[config.mk]
export PLATFORM = sky130hd
export DESIGN_NAME = wmc_supervisor
export DESIGN_NICKNAME = d
export VERILOG_FILES = /design/src/shared/wmc_pkg.sv /design/src/logic/wmc_supervisor.sv
export VERILOG_INCLUDE_DIRS = /design/src /design/src/shared
export SDC_FILE = /design/constraint.sdc
export NUM_CORES = 1
export LEC_CHECK = 0
export ABC_AREA = 1
export BUFFER_PORTS_ARGS = -buffer_cell sky130_fd_sc_hd__buf_2
export CAP_MARGIN = 25
export CORE_MARGIN = 2
export CORE_UTILIZATION = 57
export DETAILED_ROUTE_END_ITERATION = 10
export PLACE_DENSITY = 0.8
export SLEW_MARGIN = 20
export SYNTH_ARGS = -nofsm -noshare
export SYNTH_HDL_FRONTEND = slang
export SYNTH_SLANG_ARGS = --single-unit
[constraint.sdc]
create_clock -name pclk -period 4.3 [get_ports pclk]
set_input_delay 0.215 -clock pclk [delete_from_list [all_inputs] [get_ports pclk]]
set_output_delay 0.215 -clock pclk [all_outputs]
set_load 0.05 [all_outputs]
[src/shared/wmc_params.svh]
// register map, field positions, reset values and timing counts
`ifndef WMC_PARAMS_SVH
`define WMC_PARAMS_SVH
// register indices; byte address is four times the index
`define WMC_IDX_PCTL      10'h014
`define WMC_IDX_PFLG      10'h015
`define WMC_IDX_WCTL      10'h016
`define WMC_IDX_RESTART   10'h017
`define WMC_IDX_SLOW      10'h018
// restart keys
`define WMC_KEY_FIRST     8'h55
`define WMC_KEY_SECOND    8'haa
// periodic_irq_control fields
`define WMC_PC_IE         7
`define WMC_PC_SWAI       6
`define WMC_PC_SDBG       5
`define WMC_PC_BYP        3
// periodic_irq_flag field
`define WMC_PF_FLAG       7
// watchdog_monitor_control fields
`define WMC_WC_CME        7
`define WMC_WC_MONITOR_FORCE_ON       6
`define WMC_WC_FORCE      5
`define WMC_WC_WIN        4
`define WMC_WC_SUPERVISOR_RESET_DISABLE       3
// reset values
`define WMC_RST_RATE      3'h7
`define WMC_RST_SLOW      6'h00
// clock monitor delay, shortest figure of the range
`define WMC_CLK_NS        10
`define WMC_MON_NS        2000
`define WMC_MON_CYC       ((`WMC_MON_NS + `WMC_CLK_NS - 1) / `WMC_CLK_NS)
`endif

[src/shared/wmc_pkg.sv]
// types of the watchdog, periodic timer and clock monitor block
package wmc_pkg;
    typedef struct packed {
        logic [2:0]  xsy;
        logic        xlv;
        logic [2:0]  psy;
        logic        plv;
        logic [6:0]  slow_cnt;
        logic        slow_half;
        logic [5:0]  slow_div;
        logic [12:0] pre;
        logic [5:0]  rti_cnt;
        logic [9:0]  wd_cnt;
        logic        armed;
        logic        flag;
        logic        periodic_irq_enable;
        logic        swai;
        logic        sdbg;
        logic        byp;
        logic [2:0]  rtr;
        logic        monitor_enable;
        logic        monitor_force_on;
        logic        force_rst;
        logic        windowed_watchdog;
        logic        supervisor_reset_disable;
        logic [2:0]  cr;
        logic        once_p;
        logic        once_w;
        logic        init;
        logic [7:0]  mon_cnt;
        logic        mon_fail;
        logic        limp;
        logic        wd_rst;
        logic        cm_rst;
        logic [31:0] prdata;
    } wmc_state_s;
endpackage : wmc_pkg

[src/logic/wmc_supervisor.sv]
// watchdog, periodic interrupt timer and clock monitor behind apb
`timescale 1ns/1ps
`include "wmc_params.svh"

// Behaviour
// when enabled, keys 55 then aa must come before period end, else reset.
// any other value written to the restart port resets at once.
// windowed mode: restart write before last quarter resets; bit write-once.
// in window 55 may repeat; aa restarts and closes the window.
// watchdog restart leaves the shared prescaler running.
// watchdog rate 0 off, else 2^13,15,17,19,21,22,23; write-once.
// periodic rate 0 off, else 2^13 to 2^19; writable anytime.
// flag sets every period; enabled flag requests an interrupt.
// writing one to the flag bit clears it; zero leaves it.
// stop-in-wait halts both timers in wait; write-once.
// stop-in-debug halts both timers in debug; write-once.
// bypass makes prescaler divide by 4; special modes only.
// no crystal edge within monitor delay gives reset or limp-home.
// force-monitor is write-once and keeps the monitor on until reset.
// monitor enable loads pll supply sense level at reset.
// special-only force bit fires enabled resets unless disabled.
// reset-disable blocks both failure resets; special modes only.
// timebase is slow clock over two; slow is crystal over 2*n.
// in limp-home the timebase comes from the pll clock.
// a completed key pair restarts the watchdog count from zero.
module wmc_supervisor (
    input  wire logic        pclk,
    input  wire logic        presetn,
    input  wire logic        psel,
    input  wire logic        penable,
    input  wire logic        pwrite,
    input  wire logic [11:0] paddr,
    input  wire logic [31:0] pwdata,
    input  wire logic [3:0]  pstrb,
    output logic      [31:0] prdata,
    output logic             pready,
    output logic             pslverr,
    input  wire logic        crystal_clock,
    input  wire logic        pll_output_clock,
    input  wire logic        pll_supply_sense,
    input  wire logic        special_mode,
    input  wire logic        wait_state,
    input  wire logic        debug_state,
    input  wire logic        no_limp_home,
    output logic             watchdog_reset,
    output logic             monitor_reset,
    output logic             limp_home,
    output logic             periodic_irq_request
);
    import wmc_pkg::*;

    localparam logic [7:0] MON_LAST = 8'(`WMC_MON_CYC - 1);

    wmc_state_s q;
    wmc_state_s n;

    logic       xrise, prise, src, slow_tick, tb_tick, stop, pre_tick;
    logic       rti_hit, wd_en, wd_last, in_win, wd_fire, cm_fire;
    logic       mact, mon_new, setup, wr, mapped, rs_wr;
    logic [9:0] idx;
    logic [7:0] wb;

    // last watchdog count, in prescaler ticks of 2^13 timebase
    function automatic logic [9:0] wd_top(input logic [2:0] r);
        case (r)
            3'h1:    wd_top = 10'h000;
            3'h2:    wd_top = 10'h003;
            3'h3:    wd_top = 10'h00f;
            3'h4:    wd_top = 10'h03f;
            3'h5:    wd_top = 10'h0ff;
            3'h6:    wd_top = 10'h1ff;
            3'h7:    wd_top = 10'h3ff;
            default: wd_top = 10'h000;
        endcase
    endfunction : wd_top

    // periodic count mask, 2^(r-1) prescaler ticks per period
    function automatic logic [5:0] rti_mask(input logic [2:0] r);
        rti_mask = 6'((7'h01 << (r - 3'h1)) - 7'h01);
    endfunction : rti_mask

    assign pready               = 1'b1;
    assign prdata               = q.prdata;
    assign watchdog_reset       = q.wd_rst;
    assign monitor_reset        = q.cm_rst;
    assign limp_home            = q.limp;
    assign periodic_irq_request = q.flag & q.periodic_irq_enable;

    assign idx     = paddr[11:2];
    assign mapped  = (paddr[1:0] == 2'h0) &&
                     (idx >= `WMC_IDX_PCTL) && (idx <= `WMC_IDX_SLOW);
    assign setup   = psel & ~penable;
    assign wr      = psel & penable & pwrite & pstrb[0] & mapped;
    assign pslverr = psel & penable & ~mapped;
    assign wb      = pwdata[7:0];
    assign rs_wr   = wr && (idx == `WMC_IDX_RESTART);

    always_comb
    begin
        n        = q;
        n.wd_rst = 1'b0;
        n.cm_rst = 1'b0;
        n.init   = 1'b1;
        wd_fire  = 1'b0;
        cm_fire  = 1'b0;

        // pin sync: change counts once stages two and three agree
        n.xsy = {q.xsy[1:0], crystal_clock};
        n.psy = {q.psy[1:0], pll_output_clock};
        xrise = (q.xsy[1] == q.xsy[2]) & q.xsy[2] & ~q.xlv;
        prise = (q.psy[1] == q.psy[2]) & q.psy[2] & ~q.plv;
        if (q.xsy[1] == q.xsy[2])
            n.xlv = q.xsy[2];
        if (q.psy[1] == q.psy[2])
            n.plv = q.psy[2];

        // reset-time captures, taken on the first edge after release
        if (!q.init)
        begin
            n.monitor_enable  = pll_supply_sense;
            n.supervisor_reset_disable = special_mode;
        end

        src       = q.limp ? prise : xrise;
        slow_tick = 1'b0;
        if (src)
        begin
            if (q.slow_div == 6'h00)
                slow_tick = 1'b1;
            // at or past the end: a lowered divider acts within one period
            else if (q.slow_cnt >= 7'({q.slow_div, 1'b0} - 7'h01))
            begin
                slow_tick  = 1'b1;
                n.slow_cnt = 7'h00;
            end
            else
                n.slow_cnt = q.slow_cnt + 7'h01;
        end
        tb_tick = slow_tick & q.slow_half;
        if (slow_tick)
            n.slow_half = ~q.slow_half;

        stop = (wait_state & q.swai) | (debug_state & q.sdbg);
        // prescaler is never cleared by a restart, hence its jitter
        pre_tick = 1'b0;
        if (tb_tick && !stop)
        begin
            n.pre    = q.pre + 13'h0001;
            pre_tick = q.byp ? (q.pre[1:0] == 2'h3) : (&q.pre);
        end

        rti_hit = pre_tick && (q.rtr != 3'h0) &&
                  ((q.rti_cnt & rti_mask(q.rtr)) == rti_mask(q.rtr));
        if (pre_tick)
            n.rti_cnt = q.rti_cnt + 6'h01;

        wd_en   = (q.cr != 3'h0);
        wd_last = (q.wd_cnt == wd_top(q.cr));
        in_win  = ({1'b0, q.wd_cnt} >=
                   11'({1'b0, wd_top(q.cr)} + 11'h001) -
                   11'(({1'b0, wd_top(q.cr)} + 11'h001) >> 2));
        if (pre_tick && wd_en)
        begin
            if (wd_last)
            begin
                wd_fire  = 1'b1;
                n.wd_cnt = 10'h000;
                n.armed  = 1'b0;
            end
            else
                n.wd_cnt = q.wd_cnt + 10'h001;
        end

        if (rs_wr && wd_en)
        begin
            if (wb != `WMC_KEY_FIRST && wb != `WMC_KEY_SECOND)
                wd_fire = 1'b1;
            else if (q.windowed_watchdog && !in_win)
                wd_fire = 1'b1;
            else if (wb == `WMC_KEY_FIRST)
                n.armed = 1'b1;
            else if (q.armed)
            begin
                n.wd_cnt = 10'h000;
                n.armed  = 1'b0;
            end
        end

        // clock monitor counts pclk, so it runs with no crystal at all
        mact    = q.monitor_enable | q.monitor_force_on;
        mon_new = 1'b0;
        if (!mact || xrise)
        begin
            n.mon_cnt  = 8'h00;
            n.mon_fail = 1'b0;
            if (xrise)
                n.limp = 1'b0;
        end
        else if (q.mon_cnt != MON_LAST)
            n.mon_cnt = q.mon_cnt + 8'h01;
        else if (!q.mon_fail)
        begin
            mon_new    = 1'b1;
            n.mon_fail = 1'b1;
        end
        if (mon_new)
        begin
            if (no_limp_home)
                cm_fire = 1'b1;
            else
                n.limp = 1'b1;
        end

        if (q.force_rst)
        begin
            if (wd_en)
                wd_fire = 1'b1;
            if (mact)
                cm_fire = 1'b1;
        end
        n.wd_rst = wd_fire & ~q.supervisor_reset_disable;
        n.cm_rst = cm_fire & ~q.supervisor_reset_disable;

        if (setup)
        begin
            n.prdata = 32'h0000_0000;
            case (idx)
                `WMC_IDX_PCTL:
                    n.prdata[7:0] = {q.periodic_irq_enable, q.swai, q.sdbg, 1'b0,
                                     q.byp, q.rtr};
                `WMC_IDX_PFLG:
                    n.prdata[`WMC_PF_FLAG] = q.flag;
                `WMC_IDX_WCTL:
                    n.prdata[7:0] = {q.monitor_enable, q.monitor_force_on, q.force_rst, q.windowed_watchdog,
                                     q.supervisor_reset_disable, q.cr};
                `WMC_IDX_SLOW:
                    n.prdata[5:0] = q.slow_div;
                default:
                    n.prdata = 32'h0000_0000;
            endcase
        end

        if (wr)
        begin
            case (idx)
                `WMC_IDX_PCTL:
                begin
                    n.periodic_irq_enable = wb[`WMC_PC_IE];
                    n.rtr  = wb[2:0];
                    if (special_mode || !q.once_p)
                    begin
                        n.swai = wb[`WMC_PC_SWAI];
                        n.sdbg = wb[`WMC_PC_SDBG];
                    end
                    if (special_mode)
                        n.byp = wb[`WMC_PC_BYP];
                    else
                        n.once_p = 1'b1;
                end
                `WMC_IDX_PFLG:
                    if (wb[`WMC_PF_FLAG])
                        n.flag = 1'b0;
                `WMC_IDX_WCTL:
                begin
                    n.monitor_enable = wb[`WMC_WC_CME];
                    if (special_mode || !q.once_w)
                    begin
                        n.monitor_force_on = wb[`WMC_WC_MONITOR_FORCE_ON];
                        n.windowed_watchdog = wb[`WMC_WC_WIN];
                        n.cr   = wb[2:0];
                    end
                    if (special_mode)
                    begin
                        n.force_rst = wb[`WMC_WC_FORCE];
                        n.supervisor_reset_disable      = wb[`WMC_WC_SUPERVISOR_RESET_DISABLE];
                    end
                    else
                        n.once_w = 1'b1;
                end
                `WMC_IDX_SLOW:
                    n.slow_div = wb[5:0];
                default:
                    n.armed = n.armed;
            endcase
        end

        // a new period beats a clear in the same cycle
        if (rti_hit)
            n.flag = 1'b1;
    end

    always_ff @(posedge pclk or negedge presetn)
    begin
        if (!presetn)
        begin
            q          <= '0;
            q.cr       <= `WMC_RST_RATE;
            q.slow_div <= `WMC_RST_SLOW;
        end
        else
            q <= n;
    end
endmodule : wmc_supervisor

==> flow_summary.ini, run 1 <==
[run_status]
status = complete, no violations

[clocking]
clock_path_buffers = 2
ctsResizeCount = 0
clock-sinks = 91
root_buffer = clkbuf_8
cts_tree = yes
post-cts-setup-buffers = 0
clock_latency_ns = 0.37
numCtsBuffers = 9
path_clk_slew_ns = 0.09
htree_levels = 3

[pwr]
power_density_nw_per_um2 = 270
p_total_mw = 1.66
leakage_nw = 3.11
irDropWorstVdd_uv = 197

[sta]
whs_ns = 0.0281
setup_tns_ns = 0
final_hold_viol_count = 0
slew_viol_final = 0
worst_pin_slew_ns = 0.715
finalSetupViolCount = 0
finClkSkew_ns = 0.0129
period_minus_slack_ns = 3.49
period_share_pct = 81.1
relSlewSlack_pct = 52.1
fmaxAchievable_mhz = 287
rsz0062_at_grt = false
setup_ws_ns = 0.814

[worst_setup_path]
cp_common_cell = nand2_1
cpPeakStageDelay_ns = 0.64
ff2ff_path_depth = 21
critPathRequiredTime_ns = 4.60
cp_slowest_cell = dfstp_2
path_class = reg -> reg
worst_setup_path_start_kind = register
crit_path_end_kind = register
path_max_fanout = 8
path_cells = nand2_1, nor2_1, ha_1, inv_1, nor2_1, o21ai_0, a21oi_1, a32o_1, inv_1, ha_1, nand2_1, nand2_1, nand2_1, nand2_1, a21oi_1, nand4_1, inv_1, nor2_1, nand2_1, nand2_1, nor2_1
crit_arrival_ns = 3.79

[yosys]
yosys.area.top_type = dfrtp_1
seq_area_frac_synth_pct = 39.4
avgSynthCellArea_um2 = 7.86
synth_area_leaders = dfrtp_1 38%, nand2_1 10%, ha_1 6.9%
yosysWarnings = 0
syn_area_um2 = 5790
ys_ff_latch = 91
synthCells = 737
ys_types = 53
synth_top_area_share_pct = 38.0

[global_route]
grt_use_total_pct = 23.6
antenna_found_initial = 0
overflow = 0
grt_pass1_vias = 4716
grt_max_degree = 54
grt_pass1_wl_mm = 21.2

[die]
die_x_um = 105
ios = 98
core_um2 = 9820
dieArea_um2 = 11000
initial_core_util_pct = 59.0
num_rows = 36
fp.dieH_um = 105

[routing]
wire_per_inst_um = 13.5
vias_per_cell = 5.30
num_vias = 4859
drc = 0
drt.antenna.violating_nets = 0
drtIter0Drc = 229
dr.pass1.iters = 5
wl_mm = 12.4

[final_layout]
fin_cells = 917
final_common_cell = nand2_1
nets = 871
final_cell_mix = 160 x nand2_1, 92 x inv_1, 88 x dfrtp_1
insertedDiodeCount = 0
areaGrowthSynthToFinish_pct = 6.48
drive_gt1_share_pct = 11.9

[job]
maxCapViolations = 0

[min_path]
hp-class = in -> reg
min_delay_path_depth = 2

[placed_design]
post-place-cells = 898
place_ws_ns = 0.875
portBuffers = 45
hpwl_mm = 9.62
gp_congestion = 0.903
repair_timing:
item | CTS | global route
hold endpoints to repair | 54 | 0
endpoints found under the setup margin | 0 | 0
hold buffers | 3 | 0
kinds of logic after synthesis:
| family | synth area share, % |
|---|---|
| and+or+nand+nor | 26.5 |
| buffers and inverters | 11.9 |
| AOI/OAI and AO/OA | 10.5 |
| DFF | 39.4 |
| adders and majority gates | 6.91 |
| xor gates and xnor gates | 4.53 |
| other | 0.130 |
| muxes | 0.173 |
metrics by stage:
stage | area [um2] | util [%]
finish | 6170 | 62.8
global route | 6170 | 62.8
CTS | 6170 | 62.8
detailed placement | 5970 | 60.8
global placement | 5970 | 60.8
floorplan | 5880 | -
Yosys cell counts (all sizes together):
library cell	count
nand2	161
inv	97
dfrtp	88
nor2	81
o21ai	55
nand3	43
buf	40
ha	32
a21oi	31
xor2	22
nand4	21
nor3	13
xnor2	8
and3	5
nor3b	4
o211ai	4
or2	4
dfstp	3
nor4	3
clkbuf	2
conb	2
o21bai	2
o31ai	2
a211oi	1
a21boi	1
a21o	1
a221oi	1
a22o	1
a31oi	1
a32o	1
a41oi	1
clkinv	1
mux2i	1
o21a	1
o221ai	1
o22a	1
o22ai	1
critical path, delay by kind of cell, from the launching register on:
family          cells  cell delay [ns]
simple gates       12             1.28
flops               1             0.64
compound gates      4             0.64
fa+ha+maj           2             0.57
buf+inv             3             0.29
sequential cells by signal (all words and copies together) (netlist names):
register,count
n,4
prdata,8
q,76
watchdog_reset,1
monitor_reset,1
limp_home,1
power breakdown:
group          total [mW]  switching (mW)  internal [mW]
registers           0.929          0.0340          0.895
clock network       0.533           0.319          0.213
logic               0.203           0.147         0.0559
path summary, 6_finish.rpt:
check	end	startpoint	slack, ns
setup / recovery	q[71]$_DFF_PN0_	q[48]$_DFFE_PN1P_	0.81
hold / removal	limp_home$_DFF_PN0_	no_limp_home	0.03
setup reg to reg	q[71]$_DFF_PN0_	q[48]$_DFFE_PN1P_	0.81
hold reg to reg	n[110]$_DFF_PN0_	n[109]$_DFF_PN0_	0.35
max in group asynchronous	q[47]$_DFFE_PN1P_	presetn	2.91
min in group asynchronous	q[89]$_DFFE_PN0P_	presetn	0.42
area by class of cell:
type	instances	area, um2
Timing Repair Buffer	49	265
Clock buffer	9	124
Clock inverter	7	50.0
Tap cell	133	166
Inverter	98	368
Sequential cell	91	2280
Multi-Input combinational cell	530	2920
Fill cell	874	3650
layer usage:
metal	part of all wire, %	global-route usage, %	up-vias
li1	-	-	2420
met1	45	30.7	2300
met2	48	39.3	124
met3	5.5	4.99	15
met4	1.1	8.00	0
met5	0	0	-
Power figures use the tool's default switching activity.
==> run 2, diff against run 1 <==
CORE_UTILIZATION = 52   (was 57)
PLACE_DENSITY = 0.77   (was 0.8)
clock period = 3.2 ns   (was 4.3 ns; I/O delays follow)
==> run 2 against run 1 <==
Compared with the run above: critical path depth grew 2; combinational power grew 35%; die area grew 9.2%; flip-flop and latch count is the same; design area grew 2.6%; clock power grew 38%; register-to-register slack lost 0.64 ns; via count grew 3.1%; first-iteration DRC count grew 5.2%; cell count grew 2.0%; largest power group unchanged.
==> flow_summary.ini, run 2 (synthesized netlist as in run 1, its figures left out) <==
[sta]
finClkSkew_ns = 0.00902
setup_ws_ns = 0.176
setup_tns_ns = 0
whs_ns = 0.0345
period_minus_slack_ns = 3.02
slew_viol_final = 0
final_hold_viol_count = 0
finalSetupViolCount = 0
period_share_pct = 94.5
worst_pin_slew_ns = 0.725
fmaxAchievable_mhz = 331
relSlewSlack_pct = 51.5

[min_path]
hp-class = in -> reg
min_delay_path_depth = 3
hold_path.startpoint = pwdata[7]
min_to = q[54]$_DFF_PN0_

[clocking]
root_buffer = clkbuf_8
clock_latency_ns = 0.37
path_clk_slew_ns = 0.09
clock-sinks = 91
cts_tree = yes
htree_levels = 3
clock_path_buffers = 2
numCtsBuffers = 9

[worst_setup_path]
path_cells = inv_2, nor2_4, inv_2, ha_4, inv_2, nor2_2, o21ai_2, a21oi_1, a32o_1, inv_1, ha_1, nand2_1, nand2_1, nand2_1, nand2_1, a21oi_1, nand4_1, buf_4, nand2_1, nand2_1, nand3_1, nand2_1, inv_1
crit_arrival_ns = 3.35
ff2ff_path_depth = 23
worst_setup_path_start_kind = register
path_delay_family = simple AND/OR/NAND/NOR gates
path_max_fanout = 4
reg2reg_slack_ns = 0.18
cp_common_cell = nand2_1
r2r_start = q[49]$_DFFE_PN1P_
path_buf_inv = 6
reg2reg_to = watchdog_reset$_DFF_PN0_
crit_path_end_kind = register
crit_cells = 23
path_class = reg -> reg
cpPeakStageDelay_ns = 0.58
cp_slowest_cell = dfstp_2
critPathRequiredTime_ns = 3.52

[die]
initial_core_util_pct = 53.5
fp.dieH_um = 110
die_x_um = 110
ios = 98
dieArea_um2 = 12000
num_rows = 38
core_um2 = 10800

[routing]
drtIter0Drc = 241
wl_mm = 12.5
dr.pass1.iters = 5
vias_per_cell = 5.36
drc = 0
num_vias = 5010
wire_per_inst_um = 13.3
drt.antenna.violating_nets = 0

[final_layout]
drive_gt1_share_pct = 14.5
stdcell_area_um2 = 6330
insertedDiodeCount = 0
multi_input_area_um2 = 2980
areaGrowthSynthToFinish_pct = 9.29
largest_register_ff_count = 76
nets = 882
final_common_cell = nand2_1
fillCellCount = 976
top_register = q
final_cell_mix = 159 x nand2_1, 88 x inv_1, 88 x dfrtp_1
register_area_um2 = 2280

[job]
maxCapViolations = 0

[global_route]
grt_pass1_vias = 4618
grt_max_degree = 52
grt_use_total_pct = 21.8
overflow = 0
antenna_found_initial = 0
grt_pass1_wl_mm = 20.5

[placed_design]
portBuffers = 45
gp_congestion = 0.866
hpwl_mm = 9.67
place_ws_ns = -0.118
placed_area_um2 = 6020

[pwr]
p_total_mw = 2.26
leakage_nw = 3.17
irDropWorstVdd_uv = 228
power_density_nw_per_um2 = 356

[run_status]
status = complete, no violations
-- run 2: changes by cell type in the layout (fill, tap and decap cells not counted), moves of 2 or more --
cell      change
inv_2         +4
inv_1         -4
ha_4          +2
nor2_1        -5
ha_1          -2
nor2_4        +3
nor2_2        +2
clkinv_2      -2
buf_4        +10
-- run 2: cell type report --
type,count,area share [%]
Clock buffer,10,2.02
Clock inverter,6,0.790
Inverter,98,5.81
Multi-Input combinational cell,530,47.1
Sequential cell,91,36.0
Tap cell,140,2.77
Timing Repair Buffer,60,5.53
-- run 2: worst max-delay path by stage --
stage	slack [ns]	startpoint	to
after detailed placement	-0.12	q[49]$_DFFE_PN1P_	q[68]$_DFF_PN0_
after global routing	-0.002	q[48]$_DFFE_PN1P_	watchdog_reset$_DFF_PN0_
after global placement	0.11	q[49]$_DFFE_PN1P_	q[70]$_DFF_PN0_
after floorplan	0.16	q[48]$_DFFE_PN1P_	q[71]$_DFF_PN0_
after CTS	0.04	q[48]$_DFFE_PN1P_	q[71]$_DFF_PN0_
final	0.18	q[49]$_DFFE_PN1P_	watchdog_reset$_DFF_PN0_
-- run 2: power breakdown --
part	switching (mW)	total [mW]	internal [mW]
Combinational	0.198	0.275	0.0777
Clock	0.441	0.733	0.292
Sequential	0.0452	1.25	1.20
Total	0.683	2.26	1.57
-- run 2: worst register-to-register path, delay by kind of cell, from the launching register on --
kind,cells,cell delay [ns]
buf+inv,6,0.46
simple gates,11,0.89
fa+ha+maj,2,0.57
compound gates,4,0.47
flops,1,0.58
-- run 2: routing by layer --
layer  part of all wire, %  GRT usage (%)  vias up
met5                     0              0        -
met4                   2.0           8.77        0
met3                   6.8           3.68       19
met2                    46           36.2      173
met1                    45           28.4     2364
li1                      -              -     2454
-- run 2: stage by stage --
| step | utilization, % | cells |
|---|---|---|
| final | 58.4 | 935 |
| after global routing | 58.4 | 935 |
| after CTS | 57.8 | 934 |
| after detailed placement | 55.5 | 911 |
| after global placement | 55.5 | 911 |
| after floorplan | - | 761 |
-- run 2: what timing repair did --
action,CTS,global route
pin swaps,0,1
hold buffers,4,0
hold endpoints to repair,49,0
setup endpoints to repair,8,12
buffers inserted,3,1
resized for setup,2,16
==> run 3, diff against run 2 <==
--- a/config.mk
+++ b/config.mk
@@ -12,5 +12,5 @@
 export CORE_MARGIN = 2
-export CORE_UTILIZATION = 52
+export CORE_UTILIZATION = 62
 export DETAILED_ROUTE_END_ITERATION = 10
-export PLACE_DENSITY = 0.77
+export PLACE_DENSITY = 0.86
 export SLEW_MARGIN = 20
==> constraint.sdc (replaced) <==
create_clock -name pclk -period 3.55 [get_ports pclk]
set_input_delay 0.1775 -clock pclk [delete_from_list [all_inputs] [get_ports pclk]]
set_output_delay 0.1775 -clock pclk [all_outputs]
set_load 0.02 [all_outputs]
==> run 3 against run 2 <==
Compared with the run above: core utilization grew 9.5 points; cell count shrank 3.9%; setup slack gained 0.012 ns; highest routed layer unchanged; die area shrank 16%; clock power shrank 6.4%; worst hold slack gained 0.043 ns; register-to-register slack is essentially flat; critical path type unchanged; non-clock buffer count shrank 7; via count grew 0.16%; global-route usage grew 4.8 points.
==> flow_summary.ini, run 3 (synthesized netlist as in run 1, its figures left out) <==
[final_layout]
nets = 875
utilization_pct = 67.9
top_register = q
stdcell_area_um2 = 6210
fillCellCount = 730
final_common_cell = nand2_1
areaGrowthSynthToFinish_pct = 7.21
insertedDiodeCount = 0
largest_register_ff_count = 76
final_cell_mix = 160 x nand2_1, 92 x inv_1, 88 x dfrtp_1
drive_gt1_share_pct = 12.3

[sta]
rsz0062_at_grt = false
relSlewSlack_pct = 49.1
finClkSkew_ns = 0.0150
finalSetupViolCount = 0
final_hold_viol_count = 0
setup_tns_ns = 0
slew_viol_final = 0
fmaxAchievable_mhz = 297
worst_pin_slew_ns = 0.761
period_minus_slack_ns = 3.36
period_share_pct = 94.7

[die]
initial_core_util_pct = 63.3
die_x_um = 101
ios = 98
core_um2 = 9150
num_rows = 35
fp.dieH_um = 101
dieArea_um2 = 10100

[global_route]
grt_pass1_wl_mm = 21.5
overflow = 0
grt_max_degree = 48
antenna_found_initial = 0
grt_use_total_pct = 26.6
grt_pass1_vias = 4936

[routing]
drc = 0
wire_per_inst_um = 14.2
drt.antenna.violating_nets = 0
vias_per_cell = 5.58
drtIter0Drc = 348
dr.pass1.iters = 5
num_vias = 5018
wl_mm = 12.7

[worst_setup_path]
path_delay_family = simple AND/OR/NAND/NOR gates
cp_slowest_cell = dfstp_2
path_buf_inv = 5
critPathRequiredTime_ns = 3.79
crit_arrival_ns = 3.60
cpPeakStageDelay_ns = 0.60
crit_path_end_kind = register
worst_setup_path_start_kind = register
path_cells = inv_2, nor2_1, inv_1, ha_1, inv_1, nor2_1, o21ai_1, a21oi_1, a32o_1, inv_1, ha_1, and3_1, a21oi_1, nand4_1, inv_1, nor3_2, a21oi_1
path_class = reg -> reg
cp_common_cell = inv_1
path_max_fanout = 8

[placed_design]
gp_congestion = 0.927
hpwl_mm = 9.77
placed_area_um2 = 5970
portBuffers = 45

[min_path]
hp-class = in -> reg

[clocking]
clock_latency_ns = 0.38
path_clk_slew_ns = 0.09
clock_path_buffers = 2
clock-sinks = 91
htree_levels = 3
numCtsBuffers = 9
root_buffer = clkbuf_8
cts_tree = yes

[pwr]
power_density_nw_per_um2 = 325
leakage_nw = 3.14
p_total_mw = 2.02
irDropWorstVdd_uv = 253

[run_status]
status = complete, no violations

[job]
maxCapViolations = 0
[run 3: through the flow]
stage               cells  hold slack (ns)  worst slack (ns)
floorplan             761           -0.118             0.507
global placement      876            0.287             0.364
detailed placement    877            0.211             0.153
CTS                   897           0.0569             0.132
global route          899           0.0831            0.0365
finish                899           0.0779             0.188
[run 3: final cells by class]
cell class | instances | area [um2] | share of cell area (%)
Multi-Input combinational cell | 530 | 2920 | 47.0
Sequential cell | 91 | 2280 | 36.7
Inverter | 98 | 368 | 5.92
Timing Repair Buffer | 53 | 318 | 5.12
Tap cell | 111 | 139 | 2.24
Clock buffer | 10 | 138 | 2.22
Clock inverter | 6 | 51.3 | 0.826
[run 3: where the power goes]
part / switching, mW / internal (mW) / total (mW)
sequential: 0.0403 / 1.08 / 1.12
combinational: 0.139 / 0.0715 / 0.211
clock: 0.401 / 0.285 / 0.686
[run 3: worst register-to-register path: cells and delay by family (launching register included)]
family	cells	cell delay [ns]
simple gates	5	1.05
buf+inv	5	0.41
fa+ha+maj	2	0.64
flops	1	0.60
compound gates	5	0.53
[run 3: worst paths after layout]
| check | startpoint | endpoint | slack, ns | cells past startpoint |
|---|---|---|---|---|
| worst max-delay path | q[49]$_DFFE_PN1P_ | q[70]$_DFF_PN0_ | 0.19 | 17 |
| worst min-delay path | pwdata[7] | q[54]$_DFF_PN0_ | 0.08 | 3 |
| worst max register to register | q[49]$_DFFE_PN1P_ | q[70]$_DFF_PN0_ | 0.19 | 17 |
| worst min register to register | n[109]$_DFF_PN0_ | n[110]$_DFF_PN0_ | 0.36 | 0 |
| max in group asynchronous | presetn | prdata[0]$_DFFE_PN0P_ | 2.57 | 3 |
| min in group asynchronous | presetn | q[110]$_DFF_PN0_ | 0.34 | 2 |
[run 3: routing by layer]
metal	share of wire, %	up-vias	global-route usage [%]
met4	1.9	0	11.2
met5	0	-	0
met3	7.7	20	5.62
met1	42	2365	34.2
li1	-	2433	-
met2	48	200	43.7
[run 3: repair_timing]
| action | CTS | global route |
|---|---|---|
| hold buffers | 4 | 0 |
| gates resized for setup | 0 | 2 |
| buffers inserted | 0 | 2 |
| endpoints found under the setup margin | 0 | 11 |
| hold endpoints to repair | 44 | 0 |
